### src/pkg/lbert_pkg.sv
// constants and types shared by the bit error rate tester and its host controller
// assumes one clock (hclk) and an asynchronous active-low reset on both ends
`default_nettype none
package lbert_pkg;
   // tester register indices (one byte each)
   localparam int REG_AW = 5;
   localparam int NUM_REGS = 24;
   localparam logic [4:0] REG_CONTROL_ONE = 5'h00;
   localparam logic [4:0] REG_INTERFACE_CONTROL = 5'h01;
   localparam logic [4:0] REG_EVENT_INFO = 5'h02;
   localparam logic [4:0] REG_STATUS_NINE = 5'h03;
   localparam logic [4:0] REG_PATTERN_BYTE_ONE = 5'h04;
   localparam logic [4:0] REG_BIT_COUNT_BYTE_ONE = 5'h08;
   localparam logic [4:0] REG_ERROR_COUNT_BYTE_ONE = 5'h0c;
   localparam logic [4:0] REG_ALT_WORD_COUNT = 5'h0f;
   localparam logic [4:0] REG_TX_SLOT_SELECT = 5'h10;
   localparam logic [4:0] REG_RX_SLOT_SELECT = 5'h14;
   // tester_control_one fields
   localparam int C1_MODE_LSB = 0;
   localparam int C1_LOAD_CLEAR = 3;
   localparam int C1_MASK_SYNC = 4;
   localparam int C1_MASK_ERR = 5;
   localparam int C1_MASK_OVF = 6;
   // tester_interface_control fields
   localparam int IC_ENABLE = 0;
   localparam int IC_DIRECTION = 1;
   localparam int IC_RX_FBIT = 2;
   localparam int IC_TX_FBIT = 3;
   // tester_event_info fields
   localparam int INFO_SYNC = 0;
   localparam int INFO_SYNC_CHG = 1;
   localparam int INFO_BIT_ERR = 2;
   localparam int INFO_BCO = 3;
   localparam int INFO_ECO = 4;
   // port_status_nine fields
   localparam int SR9_SYNC_CHG = 0;
   localparam int SR9_BIT_ERR = 1;
   localparam int SR9_OVF = 2;
   // reset values
   localparam logic [7:0] RST_BYTE = 8'h00;
   localparam logic [7:0] RST_PATTERN_BYTE = 8'hff;
   // receive synchroniser
   localparam logic [5:0] SYNC_GOOD_BITS = 6'h20;
   localparam logic [2:0] SYNC_LOSS_ERRS = 3'h6;
   localparam logic [3:0] QRSS_MAX_ZEROS = 4'he;
   typedef enum logic [2:0] {
      MODE_PRBS7, MODE_PRBS11, MODE_PRBS15, MODE_QRSS, MODE_REPEAT, MODE_ALT_WORD, MODE_DALY
   } lbert_mode_t;
   typedef struct packed {
      logic [19:0] lfsr;
      logic [4:0] pos;
      logic [7:0] rep;
      logic wsel;
      logic [3:0] zrun;
   } lbert_gen_t;
   // host controller registers on AHB-Lite
   localparam logic [7:0] AHB_CMD = 8'h00;
   localparam logic [7:0] AHB_STATUS = 8'h04;
   localparam int CMD_DATA_LSB = 0;
   localparam int CMD_ADDR_LSB = 8;
   localparam int CMD_WRITE = 16;
   localparam int CMD_W = 17;
   typedef enum logic {HOST_IDLE, HOST_WAIT} lbert_host_state_t;
endpackage
`default_nettype wire

### src/pkg/lbert_link_if.sv
// byte register port between host controller and tester, plus the event level
// assumes both ends share hclk and hresetn
`default_nettype none
interface lbert_link_if (
   input wire logic hclk,
   input wire logic hresetn
);
   logic req;
   logic write;
   logic [lbert_pkg::REG_AW-1:0] addr;
   logic [7:0] wdata;
   logic [7:0] rdata;
   logic ack;
   logic event_flag;
   modport tester (input hclk, hresetn, req, write, addr, wdata, output rdata, ack, event_flag);
   modport host (input hclk, hresetn, rdata, ack, event_flag, output req, write, addr, wdata);
endinterface
`default_nettype wire

### src/design/lbert_tester.sv
// bit error rate tester: pattern generator, checker, counters and byte registers
// assumes bit strobes, slot numbers and f-bit flags are synchronous to hclk
// Overview of operation
// - generate/check prbs 2e7, 2e11, 2e15, qrss, daly
// - repeating user pattern up to 32 bits
// - two 16-bit words alternate after 1..256 repeats
// - events: sync change, bit error, counter overflow
// - each event type maskable in control one
// - host reads event info after an event
// - host enables interface mux before use
// - status nine latches tester changes of state
// - latched bits set on event, clear on read
// - direction bit picks network or backplane side
// - slot select bits limit insertion and checking
// - t1 f-bit included by separate rx/tx enables
// - host replicates short pattern, lsb sent first
// - host loads all ones for pseudorandom modes
// - host loads words into byte pairs
// - each word repeats alternating-count times
// - synced: 32-bit counter counts every received bit
// - synced: 24-bit counter counts mismatching bits
// - counter-load-clear bit clears both counters
// - bit counter saturates, sets its overflow flag
// - error counter saturates, sets its overflow flag
`default_nettype none
module lbert_tester #(
   parameter logic [31:0] DALY_WORD = 32'h0000_0001,
   parameter int NUM_SLOTS = 32
) (
   lbert_link_if.tester link,
   input wire logic [1:0] tx_strobe,
   input wire logic [1:0][4:0] tx_slot,
   input wire logic [1:0] tx_fbit,
   input wire logic [1:0] tx_in,
   output logic [1:0] tx_out,
   input wire logic [1:0] rx_strobe,
   input wire logic [1:0][4:0] rx_slot,
   input wire logic [1:0] rx_fbit,
   input wire logic [1:0] rx_in,
   output logic in_sync
);
   import lbert_pkg::*;

   if (NUM_SLOTS < 24 || NUM_SLOTS > 32) begin : g_bad_slots
      $error("NUM_SLOTS must lie between 24 and 32");
   end

   logic [7:0] control_one;
   logic [7:0] interface_control;
   logic [7:0] alternating_word_count;
   logic [7:0] pattern_byte [4];
   logic [7:0] tx_sel_byte [4];
   logic [7:0] rx_sel_byte [4];
   logic [4:1] event_info;
   logic [2:0] port_status_nine;
   logic [31:0] bit_cnt;
   logic [23:0] err_cnt;
   logic lc_prev;
   logic sync_d;
   logic [5:0] good_run;
   logic [2:0] bad_cnt;
   lbert_gen_t tx_gen;
   lbert_gen_t rx_gen;
   logic [7:0] rmap [NUM_REGS];

   function automatic logic gen_fb(lbert_gen_t g, lbert_mode_t m);
      case (m)
         MODE_PRBS7: gen_fb = g.lfsr[6] ^ g.lfsr[5];
         MODE_PRBS11: gen_fb = g.lfsr[10] ^ g.lfsr[8];
         MODE_PRBS15: gen_fb = g.lfsr[14] ^ g.lfsr[13];
         MODE_QRSS: gen_fb = g.lfsr[19] ^ g.lfsr[16];
         default: gen_fb = 1'b0;
      endcase
   endfunction

   function automatic logic gen_bit(lbert_gen_t g, lbert_mode_t m, logic [31:0] p);
      case (m)
         MODE_PRBS7, MODE_PRBS11, MODE_PRBS15: gen_bit = gen_fb(g, m);
         MODE_QRSS: gen_bit = gen_fb(g, m) | (g.zrun == QRSS_MAX_ZEROS);
         MODE_ALT_WORD: gen_bit = p[{g.wsel, g.pos[3:0]}];
         MODE_DALY: gen_bit = DALY_WORD[g.pos];
         default: gen_bit = p[g.pos];
      endcase
   endfunction

   function automatic lbert_gen_t gen_next(lbert_gen_t g, lbert_mode_t m, logic [7:0] awc,
                                           logic sin, logic ob);
      lbert_gen_t n;
      n = g;
      n.lfsr = {g.lfsr[18:0], sin};
      n.zrun = ob ? 4'h0 : ((g.zrun == 4'hf) ? g.zrun : g.zrun + 4'h1);
      n.pos = g.pos + 5'h01;
      if (m == MODE_ALT_WORD && g.pos[3:0] == 4'hf) begin
         n.pos = 5'h00;
         // a count of zero wraps to 256 repeats
         if (g.rep == awc - 8'h01) begin
            n.rep = 8'h00;
            n.wsel = ~g.wsel;
         end else begin
            n.rep = g.rep + 8'h01;
         end
      end
      return n;
   endfunction

   // decode
   wire lbert_mode_t mode = lbert_mode_t'(control_one[C1_MODE_LSB +: 3]);
   wire is_prbs = (mode <= MODE_QRSS);
   wire enable = interface_control[IC_ENABLE];
   wire dir = interface_control[IC_DIRECTION];
   wire [31:0] pattern = {pattern_byte[3], pattern_byte[2], pattern_byte[1], pattern_byte[0]};
   wire [31:0] tx_sel = {tx_sel_byte[3], tx_sel_byte[2], tx_sel_byte[1], tx_sel_byte[0]};
   wire [31:0] rx_sel = {rx_sel_byte[3], rx_sel_byte[2], rx_sel_byte[1], rx_sel_byte[0]};
   wire wr = link.req & link.write;
   wire rd = link.req & ~link.write;
   wire c1_wr = wr && link.addr == REG_CONTROL_ONE;
   wire pat_wr = wr && ((link.addr >= REG_PATTERN_BYTE_ONE && link.addr < REG_BIT_COUNT_BYTE_ONE)
                        || link.addr == REG_ALT_WORD_COUNT);
   // a new pattern or mode restarts both ends so the checker never compares stale state
   wire reseed = ~enable | pat_wr | (c1_wr && link.wdata[2:0] != control_one[2:0]);
   wire lbert_gen_t seed = '{lfsr: pattern[19:0], default: '0};

   wire tx_hit = enable & tx_strobe[dir]
      & (tx_fbit[dir] ? interface_control[IC_TX_FBIT] : tx_sel[tx_slot[dir]]);
   wire rx_hit = enable & rx_strobe[dir]
      & (rx_fbit[dir] ? interface_control[IC_RX_FBIT] : rx_sel[rx_slot[dir]]);
   wire tx_bit = gen_bit(tx_gen, mode, pattern);
   wire exp_bit = gen_bit(rx_gen, mode, pattern);
   wire rx_bit = rx_in[dir];
   wire mism = rx_bit ^ exp_bit;
   wire bit_inc = rx_hit & in_sync;
   wire err_inc = bit_inc & mism;
   wire lc_rise = control_one[C1_LOAD_CLEAR] & ~lc_prev;
   wire bco_evt = bit_inc && bit_cnt == 32'hffff_fffe;
   wire eco_evt = err_inc && err_cnt == 24'hff_fffe;
   wire chg_evt = in_sync ^ sync_d;
   wire [4:1] info_evt = {eco_evt, bco_evt, err_inc, chg_evt};
   wire [2:0] sr9_evt = {eco_evt | bco_evt, err_inc, chg_evt};
   wire clr_info = rd && link.addr == REG_EVENT_INFO;
   wire clr_sr9 = rd && link.addr == REG_STATUS_NINE;
   wire [2:0] ev_mask = {control_one[C1_MASK_OVF], control_one[C1_MASK_ERR],
                         control_one[C1_MASK_SYNC]};
   wire [2:0] ev_live = {event_info[INFO_BCO] | event_info[INFO_ECO],
                         event_info[INFO_BIT_ERR], event_info[INFO_SYNC_CHG]};
   wire [7:0] rd_mux = (link.addr < REG_AW'(NUM_REGS)) ? rmap[link.addr] : RST_BYTE;

   assign link.event_flag = |(ev_live & ~ev_mask);

   // read map
   assign rmap[REG_CONTROL_ONE] = control_one;
   assign rmap[REG_INTERFACE_CONTROL] = interface_control;
   assign rmap[REG_EVENT_INFO] = {3'h0, event_info, in_sync};
   assign rmap[REG_STATUS_NINE] = {5'h00, port_status_nine};
   assign rmap[REG_ALT_WORD_COUNT] = alternating_word_count;
   for (genvar i = 0; i < 4; i++) begin : g_bytes
      assign rmap[REG_PATTERN_BYTE_ONE + i] = pattern_byte[i];
      assign rmap[REG_BIT_COUNT_BYTE_ONE + i] = bit_cnt[8*i +: 8];
      assign rmap[REG_TX_SLOT_SELECT + i] = tx_sel_byte[i];
      assign rmap[REG_RX_SLOT_SELECT + i] = rx_sel_byte[i];
      if (i < 3) begin : g_err
         assign rmap[REG_ERROR_COUNT_BYTE_ONE + i] = err_cnt[8*i +: 8];
      end
      always_ff @(posedge link.hclk or negedge link.hresetn) begin
         if (!link.hresetn) begin
            pattern_byte[i] <= RST_PATTERN_BYTE;
            tx_sel_byte[i] <= RST_BYTE;
            rx_sel_byte[i] <= RST_BYTE;
         end else if (wr) begin
            if (link.addr == REG_AW'(REG_PATTERN_BYTE_ONE + i)) pattern_byte[i] <= link.wdata;
            if (link.addr == REG_AW'(REG_TX_SLOT_SELECT + i)) tx_sel_byte[i] <= link.wdata;
            if (link.addr == REG_AW'(REG_RX_SLOT_SELECT + i)) rx_sel_byte[i] <= link.wdata;
         end
      end
   end

   // control registers and bus answer, one cycle after the request
   always_ff @(posedge link.hclk or negedge link.hresetn) begin
      if (!link.hresetn) begin
         control_one <= RST_BYTE;
         interface_control <= RST_BYTE;
         alternating_word_count <= RST_BYTE;
         link.ack <= 1'b0;
         link.rdata <= RST_BYTE;
      end else begin
         link.ack <= link.req;
         if (rd) link.rdata <= rd_mux;
         if (c1_wr) control_one <= link.wdata;
         if (wr && link.addr == REG_INTERFACE_CONTROL) interface_control <= link.wdata;
         if (wr && link.addr == REG_ALT_WORD_COUNT) alternating_word_count <= link.wdata;
      end
   end

   // latched flags: a new event wins over the read that clears
   always_ff @(posedge link.hclk or negedge link.hresetn) begin
      if (!link.hresetn) begin
         event_info <= '0;
         port_status_nine <= '0;
         sync_d <= 1'b0;
      end else begin
         sync_d <= in_sync;
         event_info <= (clr_info ? 4'h0 : event_info) | info_evt;
         port_status_nine <= (clr_sr9 ? 3'h0 : port_status_nine) | sr9_evt;
      end
   end

   // counters
   always_ff @(posedge link.hclk or negedge link.hresetn) begin
      if (!link.hresetn) begin
         lc_prev <= 1'b0;
         bit_cnt <= '0;
         err_cnt <= '0;
      end else begin
         lc_prev <= control_one[C1_LOAD_CLEAR];
         if (lc_rise) begin
            bit_cnt <= '0;
            err_cnt <= '0;
         end else begin
            if (bit_inc && bit_cnt != 32'hffff_ffff) bit_cnt <= bit_cnt + 32'h1;
            if (err_inc && err_cnt != 24'hff_ffff) err_cnt <= err_cnt + 24'h1;
         end
      end
   end

   // generator; the chosen side gets pattern bits, the other passes through
   always_ff @(posedge link.hclk or negedge link.hresetn) begin
      if (!link.hresetn) tx_gen <= '0;
      else if (reseed) tx_gen <= seed;
      else if (tx_hit) tx_gen <= gen_next(tx_gen, mode, alternating_word_count,
                                          gen_fb(tx_gen, mode), tx_bit);
   end
   for (genvar s = 0; s < 2; s++) begin : g_side
      always_ff @(posedge link.hclk or negedge link.hresetn) begin
         if (!link.hresetn) tx_out[s] <= 1'b0;
         else if (tx_strobe[s]) tx_out[s] <= (tx_hit && dir == s) ? tx_bit : tx_in[s];
      end
   end

   // checker: prbs modes self-synchronise by loading received bits, fixed ones slip a bit
   always_ff @(posedge link.hclk or negedge link.hresetn) begin
      if (!link.hresetn) begin
         rx_gen <= '0;
         in_sync <= 1'b0;
         good_run <= '0;
         bad_cnt <= '0;
      end else if (reseed) begin
         rx_gen <= seed;
         in_sync <= 1'b0;
         good_run <= '0;
         bad_cnt <= '0;
      end else if (rx_hit) begin
         if (!in_sync && is_prbs) rx_gen <= gen_next(rx_gen, mode, alternating_word_count,
                                                     rx_bit, rx_bit);
         else if (in_sync || !mism) rx_gen <= gen_next(rx_gen, mode, alternating_word_count,
                                                        gen_fb(rx_gen, mode), exp_bit);
         if (mism) begin
            good_run <= '0;
            if (in_sync) begin
               bad_cnt <= bad_cnt + 3'h1;
               if (bad_cnt == SYNC_LOSS_ERRS - 3'h1) begin
                  in_sync <= 1'b0;
                  bad_cnt <= '0;
               end
            end
         end else if (good_run != SYNC_GOOD_BITS) begin
            good_run <= good_run + 6'h01;
            if (good_run == SYNC_GOOD_BITS - 6'h01) begin
               in_sync <= 1'b1;
               bad_cnt <= '0;
            end
         end
      end
   end
endmodule
`default_nettype wire

### src/flat_wrapper.sv
// flat-port wrapper written by rule: the top's interface ports become plain ports
module lbert_tester_flat import lbert_pkg::*;
#(
   parameter logic [31:0] DALY_WORD = 32'h0000_0001,
   parameter int NUM_SLOTS = 32
)
  (tx_strobe, tx_slot, tx_fbit, tx_in, tx_out, rx_strobe, rx_slot, rx_fbit, rx_in, in_sync, hclk, hresetn, link_req, link_write, link_addr, link_wdata, link_rdata, link_ack, link_event_flag);
  lbert_link_if link_i (.hclk(hclk), .hresetn(hresetn));
  input wire logic [1:0] tx_strobe;
  input wire logic [1:0][4:0] tx_slot;
  input wire logic [1:0] tx_fbit;
  input wire logic [1:0] tx_in;
  output logic [1:0] tx_out;
  input wire logic [1:0] rx_strobe;
  input wire logic [1:0][4:0] rx_slot;
  input wire logic [1:0] rx_fbit;
  input wire logic [1:0] rx_in;
  output logic in_sync;
  input wire logic hclk;
  input wire logic hresetn;
  input wire logic [$bits(link_i.req)-1:0] link_req;
  input wire logic [$bits(link_i.write)-1:0] link_write;
  input wire logic [$bits(link_i.addr)-1:0] link_addr;
  input wire logic [$bits(link_i.wdata)-1:0] link_wdata;
  output wire logic [$bits(link_i.rdata)-1:0] link_rdata;
  output wire logic [$bits(link_i.ack)-1:0] link_ack;
  output wire logic [$bits(link_i.event_flag)-1:0] link_event_flag;
  assign link_i.req = link_req;
  assign link_i.write = link_write;
  assign link_i.addr = link_addr;
  assign link_i.wdata = link_wdata;
  assign link_rdata = link_i.rdata;
  assign link_ack = link_i.ack;
  assign link_event_flag = link_i.event_flag;
  lbert_tester #(.DALY_WORD(DALY_WORD), .NUM_SLOTS(NUM_SLOTS)) u_core (.link(link_i), .tx_strobe(tx_strobe), .tx_slot(tx_slot), .tx_fbit(tx_fbit), .tx_in(tx_in), .tx_out(tx_out), .rx_strobe(rx_strobe), .rx_slot(rx_slot), .rx_fbit(rx_fbit), .rx_in(rx_in), .in_sync(in_sync));
endmodule
### config.mk
export PLATFORM = sky130hd
export DESIGN_NAME = lbert_tester_flat
export DESIGN_NICKNAME = d
export VERILOG_FILES = /design/src/pkg/lbert_pkg.sv /design/src/pkg/lbert_link_if.sv /design/src/design/lbert_tester.sv /design/src/flat_wrapper.sv
export SDC_FILE = /design/constraint.sdc
export NUM_CORES = 1
export LEC_CHECK = 0
export BUFFER_PORTS_ARGS = -buffer_cell sky130_fd_sc_hd__buf_4
export CAP_MARGIN = 20
export CORE_MARGIN = 2
export CORE_UTILIZATION = 40
export CTS_CLUSTER_SIZE = 24
export DETAILED_ROUTE_END_ITERATION = 7
export GPL_TIMING_DRIVEN = 1
export PLACE_DENSITY = 0.58
export SLEW_MARGIN = 20
export SYNTH_ARGS = -nofsm -noshare
export SYNTH_HDL_FRONTEND = slang
export SYNTH_SLANG_ARGS = --single-unit
### constraint.sdc
create_clock -name hclk -period 3.11 [get_ports hclk]
set_clock_uncertainty 0.05 [all_clocks]
set_input_delay 0.622 -clock hclk [delete_from_list [all_inputs] [get_ports hclk]]
set_output_delay 0.622 -clock hclk [all_outputs]
set_load 0.02 [all_outputs]
# Yosys cells after proc, flatten, opt, wreduce, memory -nomap -nowiden
# Memories as Yosys holds them, arrays and structs flattened.
# Index checks and enable logic that the tools add are counted.
[word_totals]
in_bits = 49
word_cells = 276
out_inout_bits = 13
regBits = 282
n_memories = 2
romBits = 64
[op_classes]
reduce_logical = 53
order_cmp = 12
n_addsub = 11
muxes = 85
bitwise_logic = 36
n_eq_ne = 39
[mem_list]
columns = ["name", "words", "width", "rd", "rd_ports_with_merged_regs", "write_ports", "line_no", "rtl"]
rows = [
  ["(no name shown)", 32, 1, 1, 0, 0, "lbert_tester.sv:81", "MODE_DALY: gen_bit = DALY_WORD[g.pos];"],
  ["(no name shown)", 32, 1, 1, 0, 0, "lbert_tester.sv:81", ""],
]
[op_table]
columns = ["operator", "n"]
rows = [
  ["$mux 38", 6],
  ["$mux 32", 2],
  ["$mux 24", 2],
  ["$bmux 8 s5", 1],
  ["$eq 5x5->1 const B", 8],
  ["$mux 8", 5],
  ["$lt 5x6->1 const B", 6],
  ["$mux 1", 33],
  ["$add 32x1->32 const B", 1],
  ["$eq 32x32->1 const B", 1],
  ["$ne 32x32->1 const B", 1],
  ["$reduce_and 2->1", 16],
  ["$bmux 1 s5", 6],
  ["$mux 14", 2],
  ["$add 24x1->24 const B", 1],
  ["$eq 24x24->1 const B", 1],
  ["$eq 4x4->1 const B", 6],
  ["$mux 3", 8],
  ["$mux 4", 6],
  ["$mux 6", 4],
  ["$ne 24x24->1 const B", 1],
  ["$eq 5x3->1 const B", 4],
  ["$mux 5", 4],
  ["$logic_and 1x1->1", 17],
  ["other kinds (43)", 94],
]

# Longest topological paths before layout
# Gate-level depths: netlist of run 1.
[logic_depth]
depth_word = 11
depth_mapped = 12

# Least setup slack after synthesis of run 1
# OpenSTA, ideal clock, no wires.
[synth_timing]
kind = "input to register"
startpoint = "input rx_slot[1] (netlist bit)"
endpoint = "register u_core.bit_cnt[8]"
t_required_ns = 2.982
arrival_time_ns = 3.236
slack_ns = -0.254
stages = 10
cell_sequence = "clkbuf_1 -> mux2i_4 -> mux2i_1 -> a32oi_1 -> a31oi_1 -> or4_4 -> or4_4 -> clkbuf_1 -> or4_1 -> a21oi_1"
[synth_between]
elab_chain_len = 9
[synth_lines]
columns = ["element", "line_no", "rtl"]
rows = [
  ["from (decl)", "flat_wrapper.sv:15", "input wire logic [1:0][4:0] rx_slot;"],
  ["$mux 5 (not written as such) (2 in series)", "lbert_tester.sv:126", "& (rx_fbit[dir] ? interface_control[IC_RX_FBIT] : rx_sel[rx_slot[dir]]);"],
  ["$bmux 1 s5", "lbert_tester.sv:126", ""],
  ["$mux 1 (not written as such)", "lbert_tester.sv:126", ""],
  ["$mux 1", "lbert_tester.sv:126", ""],
  ["$and 1x1->1", "lbert_tester.sv:126", ""],
  ["$and 1x1->1", "lbert_tester.sv:131", "wire bit_inc = rx_hit & in_sync;"],
  ["$logic_and 1x1->1", "lbert_tester.sv:218", "if (bit_inc && bit_cnt != 32'hffff_ffff) bit_cnt <= bit_cnt + 32'h1;"],
  ["$reduce_bool 2->1 (no source line)", "-", ""],
  ["to (signal assigned)", "lbert_tester.sv:218", ""],
  ["to (decl)", "lbert_tester.sv:56", "logic [31:0] bit_cnt;"],
]
# Every way passes these cells. The select of a mux whose other input is x is not followed.
# A chain may end at the register's enable or synchronous reset.

# Worst setup path in the final report of run 1
[layout_timing]
startpoint = "register u_core.interface_control[1]"
endpoint = "register u_core.bit_cnt[23]"
[layout_between]
elab_chain_len = 9
[layout_lines]
columns = ["element", "line_no", "rtl"]
rows = [
  ["from (decl)", "lbert_tester.sv:49", "logic [7:0] interface_control;"],
  ["from (signal assigned)", "lbert_tester.sv:188", "if (wr && link.addr == REG_INTERFACE_CONTROL) interface_control <= link.wdata;"],
  ["$mux 5 (not written as such) (2 in series)", "lbert_tester.sv:126", ""],
  ["$bmux 1 s5", "lbert_tester.sv:126", ""],
  ["$mux 1 (not written as such)", "lbert_tester.sv:126", ""],
  ["$mux 1", "lbert_tester.sv:126", ""],
  ["$and 1x1->1 *", "lbert_tester.sv:126", ""],
  ["$and 1x1->1 *", "lbert_tester.sv:131", ""],
  ["$logic_and 1x1->1 *", "lbert_tester.sv:218", ""],
  ["$reduce_bool 2->1 (no source line) *", "-", ""],
]
# Mark *: on every way between the ends. The rest lies on a longest branch, timed or not. The select of a mux whose other input is x is not followed.

==> results.toml, run 1 <==
[global_routing]
grt_pass1_wl_um = 78500
grt_max_degree = 64
grt_pass1_vias = 13600
busiest_layer = "met2"
grt_antenna_before_repair = 1
grt_util_met2_pct = 37.5
overflow = 0
grt_util_all_layers_pct = 23.1
grt_use_met3_pct = 3.18
use_met1_pct = 31.9

[critical_path]
worstPathArrival_ns = 3.52
reg2reg_slack_ns = 0.004
crit_path_max_fanout = 8
path_class = "register to register"
r2r-start = "u_core.interface_control[1]"
startpoint_type = "register"
r2r-end = "u_core.bit_cnt[23]"
reg2regPathDepth = 10
setup.worst_path.start = "u_core.interface_control[1]"
crit_required_ns = 3.52
endpoint_kind = "register"

[detailed_routing]
drtIter0Drc = 1232
drc = 0
first_pass_iters = 5
finalWirelength_um = 50400
detailroute.via_count = 13700
avgViaCountPerCell = 5.93
final_antenna_net_count = 0
detail_route.wl_per_cell_um = 21.8

[worst_hold_path]
whs_path_depth = 1
worst_hold_path.endpoint = "u_core.link.ack"
hp-start = "link_req"
holdCritPathClass = "input pin to register"

[sta]
tightest_slew_ns = 0.855
maxSlewHeadroom_pct = 42.9
whs_ns = 0.210
slew_viol_final = 0
period_needed_ns = 3.11
period_share_pct = 99.9
fmaxAchievable_mhz = 322
rsz0062_at_grt = "true"
hold_violations = 0
setup_viol = 0

[final_layout]
layout_commonest_cell = "dfrtp_1"
area.growth.synth_to_final_pct = 24.1
layout-drive-gt1-share_pct = 35.9
layout_common_cells = "246 x dfrtp_1, 215 x buf_4, 129 x nand2_1"
fill_cells = 3700
n_antenna_cell = 0
finalNonFillerCells = 2315
regArea_um2 = 7100
final_area_um2 = 20700
multiInputGateArea_um2 = 9450
postLayoutCoreUtil_pct = 50.5
nNetsFinal = 1824

[yosys]
synth_top_area_share_pct = 37.5
syn_area_um2 = 16700
ys.flop_type = "dfrtp_1"
yosysUniqueCellTypes = 76
synth.top_cells.by_area = "dfrtp_1 38%, mux4_2 9.7%, mux2_2 8.6%"
yosys_warnings = 0
synthArstFlopShare_pct = 100
synth.avg_cell_area_um2 = 10.6
syn-num-nets = 1639
synth-seq-cells = 282
synthCells = 1573
synth_edf_count = 0
seq_area_frac_synth_pct = 42.6
yosys.area.top_type = "dfrtp_1"

[floorplanning]
start_util_pct = 40.7
num_rows = 74
die_w_um = 208
core_area_um2 = 41000
dieHeight_um = 208
io_pins = 62
die_area_um2 = 43300

[cts]
cts_buffers = 34
cts_root_buf = "clkbuf_16"
clk_latency_ns = 0.53
clk_pin_slew_worst_paths_ns = 0.06
htree_levels = 2
cts_buffer_depth = 3
clock_sinks = 282
cts_tree = "done"

[pwr]
seq_power_share_pct = 38.9
clkPwrFrac_pct = 37.5
power.leakage_nw = 8.79
power.switching_mw = 3.36
power_mw = 11.4
combPwrFrac_pct = 23.6
intPower_mw = 8.04
power.density_nw_per_um2 = 551
vdd_drop_max_v = 0.000324
switching_share_pct = 29.5

[placement]
dp_hpwl_um = 36000
placed_cell_area_um2 = 18800
portBuffers = 61
dp_cells = 2228
place_congestion = 0.900

[run_status]
status = "finished, final reports clean"

[flow_run]
maxCapViolCount = 0
==> cell type report <==
type / instances / share of cell area, %
multi-input combinational: 1150 / 45.6
inverter: 40 / 0.725
clock buffer: 47 / 4.79
tap: 532 / 3.22
clock inverter: 14 / 0.973
timing repair buffer: 250 / 10.4
sequential: 282 / 34.3
==> worst max path at each step <==
stage | end | slack [ns] | depth (start not counted)
after floorplan | u_core.bit_cnt[8] | -0.15 | 10
after global placement | u_core.bit_cnt[27] | -0.29 | 10
after detailed placement | u_core.bit_cnt[27] | -0.28 | 10
after CTS | u_core.bit_cnt[8] | -0.06 | 9
after global routing | u_core.bit_cnt[7] | -0.09 | 11
final | u_core.bit_cnt[23] | 0.004 | 10
==> registers in the layout, summed over array words and instances, names as in the netlist <==
signal,flops
u_core.event_info,4
u_core.sync_d,1
u_core.link.rdata,8
u_core.port_status_nine,3
u_core.rx_gen,38
u_core.tx_out,2
u_core.alternating_word_count,8
u_core.pattern,32
u_core.bit_cnt,32
u_core.lc_prev,1
u_core.control_one,8
u_core.err_cnt,24
u_core.in_sync,1
u_core.tx_gen,38
u_core.interface_control,8
u_core.link.ack,1
u_core.rmap,64
u_core.bad_cnt,3
u_core.good_run,6
==> per-stage QoR <==
step | setup TNS, ns | setup slack [ns]
floorplan | -0.547 | -0.151
global placement | -12.17 | -0.287
detailed placement | -12.46 | -0.277
CTS | -0.516 | -0.0578
global route | -1.73 | -0.0949
finish | 0 | 0.00423
==> metal layers <==
layer / vias up / wire length [µm] / part of all wire, %
li1: 6280 / - / -
met2: 381 / 23800 / 47
met1: 6961 / 22500 / 45
met3: 94 / 2610 / 5.2
met4: 2 / 1520 / 3.0
met5: - / 10 / 0.020
==> power by group through the flow <==
stage	clock network, mW	logic (mW)	registers (mW)
finish	4.27	2.69	4.44
global route	4.51	2.90	4.48
CTS	4.35	2.55	4.43
detailed placement	0	2.48	4.49
global placement	0	2.44	4.48
floorplan	0	1.46	4.40
==> synthesized netlist by cell type, types with 8 or more instances <==
master and count:
o211ai_1 11, xnor2_1 31, nand4_1 21, and2_1 8, ha_1 17, a21oi_1 100, mux4_2 72, inv_1 40
nor2_1 102, nor2b_1 11, buf_1 10, a31oi_1 19, or4_1 32, mux2_2 128, a21o_1 9, mux2i_1 73
o31ai_1 21, nand2_1 131, clkbuf_1 81, and4_1 8, or3_1 24, dfrtp_1 250, and3_1 29, o21ai_0 69
nor3_1 21, nand2b_1 19, nand3_1 52, nor4_1 8, dfstp_2 32, nor3b_1 8
==> critical path: stages, from the launching register on <==
cell	delay (ns)
dfrtp_2	0.43
buf_12	0.16
buf_12	0.14
o32ai_4	0.26
o21ai_1	0.09
and3_1	0.16
or4_4	0.58
or4_4	0.53
buf_6	0.17
or3_4	0.33
a21oi_2	0.13
==> what timing repair did <==
| item | 4_1_cts | 5_1_grt |
|---|---|---|
| hold endpoints to repair | 28 | 0 |
| setup endpoints to repair | 59 | 107 |
| hold buffers | 1 | 0 |
| cloned | 0 | 5 |
| pin swaps | 16 | 19 |
| buffers inserted | 7 | 14 |
| resized for setup | 32 | 89 |
==> cell families after synthesis <==
kind of cell,count (synthesis),synth area share (%)
flops,282,42.6
xor+xnor,38,2.00
simple gates,502,15.6
mux,276,23.0
buf+inv,141,3.34
compound gates,317,12.2
fa+ha+maj,17,1.28
(Power assumes the default switching activity.)
==> run 2, diff against run 1 <==
Settings changed: PLACE_DENSITY 0.58 to 0.56.
Clock period 3.11 ns to 3.85 ns, I/O delays scaled along.
==> results.toml, run 2 (same netlist as run 1, synthesis figures left out) <==
[detailed_routing]
drc = 0
drtIter0Drc = 1160
avgViaCountPerCell = 6.01
finalWirelength_um = 49100
first_pass_iters = 5
detailroute.via_count = 13100
detail_route.wl_per_cell_um = 22.5
final_antenna_net_count = 0

[cts]
htree_levels = 2
cts_buffer_depth = 3
cts_tree = "done"
cts_root_buf = "clkbuf_16"
cts_buffers = 36
clk_latency_ns = 0.53
cts_setup_buffers = 0
clock_sinks = 282
cts-resized-gates = 0
clk_pin_slew_worst_paths_ns = 0.06
cts_hold_buf = 0

[pwr]
seq_power_share_pct = 41.8
power_mw = 8.77
intPower_mw = 6.13
switching_share_pct = 30.0
vdd_drop_max_v = 0.000239
clkPwrFrac_pct = 38.4
power.switching_mw = 2.63
power.density_nw_per_um2 = 459
combPwrFrac_pct = 19.8
power.leakage_nw = 7.98

[placement]
placed_cell_area_um2 = 17900
place_congestion = 0.862
dp_hpwl_um = 34900
portBuffers = 61

[critical_path]
startpoint_type = "register"
cpMostUsedCell = "or4_4"
critPathSlowestCell = "dfrtp_2"
worstPathArrival_ns = 4.09
endpoint_kind = "register"
cp_slowest_stage_delay_ns = 0.71
cpLargestDelayFamily = "simple AND/OR/NAND/NOR gates"
path_depth = 8
crit_path_max_fanout = 31
worstPathCellList = "mux2i_4, mux2i_1, a32oi_1, a31oi_1, or4_4, or4_4, or4_1, a21oi_1"
reg2regPathDepth = 8
worst-path-buf-inv = 0
crit_required_ns = 4.25
path_class = "register to register"

[global_routing]
grt_pass1_vias = 12800
grt_util_all_layers_pct = 22.7
overflow = 0
grt_pass1_wl_um = 77200
grt_max_degree = 98
grt_antenna_before_repair = 4

[final_layout]
area.growth.synth_to_final_pct = 14.5
final_area_um2 = 19100
layout_common_cells = "249 x dfrtp_1, 131 x nand2_1, 128 x mux2_2"
layout-drive-gt1-share_pct = 25.9
postLayoutCoreUtil_pct = 46.6
largest_reg_flops = 64
nNetsFinal = 1691
layout_commonest_cell = "dfrtp_1"

[floorplanning]
core_area_um2 = 41000
die_area_um2 = 43300
die_w_um = 208
start_util_pct = 40.7
io_pins = 62
num_rows = 74
dieHeight_um = 208

[sta]
whs_ns = 0.224
maxSlewHeadroom_pct = 45.4
fmaxAchievable_mhz = 272
period_needed_ns = 3.68
hold_violations = 0
rsz0062_at_grt = "false"
slew_viol_final = 0
setup_tns_ns = 0
tightest_slew_ns = 0.820
setup_viol = 0
period_share_pct = 95.7

[run_status]
status = "finished, final reports clean"

[worst_hold_path]
holdCritPathClass = "input pin to asynchronous set/reset pin"

[flow_run]
maxCapViolCount = 0
run 2: cell count changes in the layout (fill, tap and decap cells not counted), moves of 9 or more:
cell and change:
buf_6 -15, buf_4 -108, or4_1 +9, a21oi_2 -19
o21ai_0 +10, a21oi_1 +19, or4_4 -9
run 2: per-layer routing:
| metal | up-vias | wire (µm) | global-route usage [%] |
|---|---|---|---|
| li1 | 6032 | - | - |
| met1 | 6636 | 22300 | 32.1 |
| met2 | 403 | 23000 | 36.6 |
| met3 | 60 | 2850 | 3.47 |
| met4 | 0 | 916 | 5.51 |
| met5 | - | 0 | 0 |
run 2: worst register-to-register path, cell delays in order (launching register included):
cell and delay (ns):
dfrtp_2 0.71, mux2i_4 0.48, mux2i_1 0.14, a32oi_1 0.20, a31oi_1 0.15, or4_4 0.50, or4_4 0.67, or4_1 0.55
a21oi_1 0.15
run 2: power groups by stage:
stage	logic (mW)	registers, mW	clock network, mW
2_1_floorplan	1.18	3.56	0
3_3_place_gp	1.70	3.70	0
3_5_place_dp	1.73	3.71	0
4_1_cts	1.74	3.66	3.44
5_1_grt	1.89	3.71	3.56
6_report	1.74	3.67	3.36
run 2: stage by stage:
stage / cells / setup WS (ns)
finish: 2184 / 0.167
global route: 2184 / 0.0358
CTS: 2181 / 0.0642
detailed placement: 2118 / 0.0441
global placement: 2117 / 0.106
floorplan: 1573 / 0.338
run 2: worst paths after layout:
| check | from | endpoint | slack [ns] |
|---|---|---|---|
| min reg2reg | u_core.port_status_nine[0] | u_core.port_status_nine[0] | 0.43 |
| max in group asynchronous | hresetn | u_core.pattern[12] | 2.54 |
| min | hresetn | u_core.rmap[24] | 0.22 |
| max reg2reg | u_core.interface_control[1] | u_core.bit_cnt[21] | 0.17 |
| max | u_core.interface_control[1] | u_core.bit_cnt[21] | 0.17 |
| min in group hclk | link_req | u_core.link.ack | 0.35 |
run 2: area by class of cell:
class                   count  area (µm²)
clock buffers              54        1050
diodes                      2        5.00
inverters                  40         150
clock inverters             9         113
well taps                 532         666
multi-input cells        1150        9050
repair buffers            115         966
fillers                  3813       21900
flip-flops and latches    282        7100
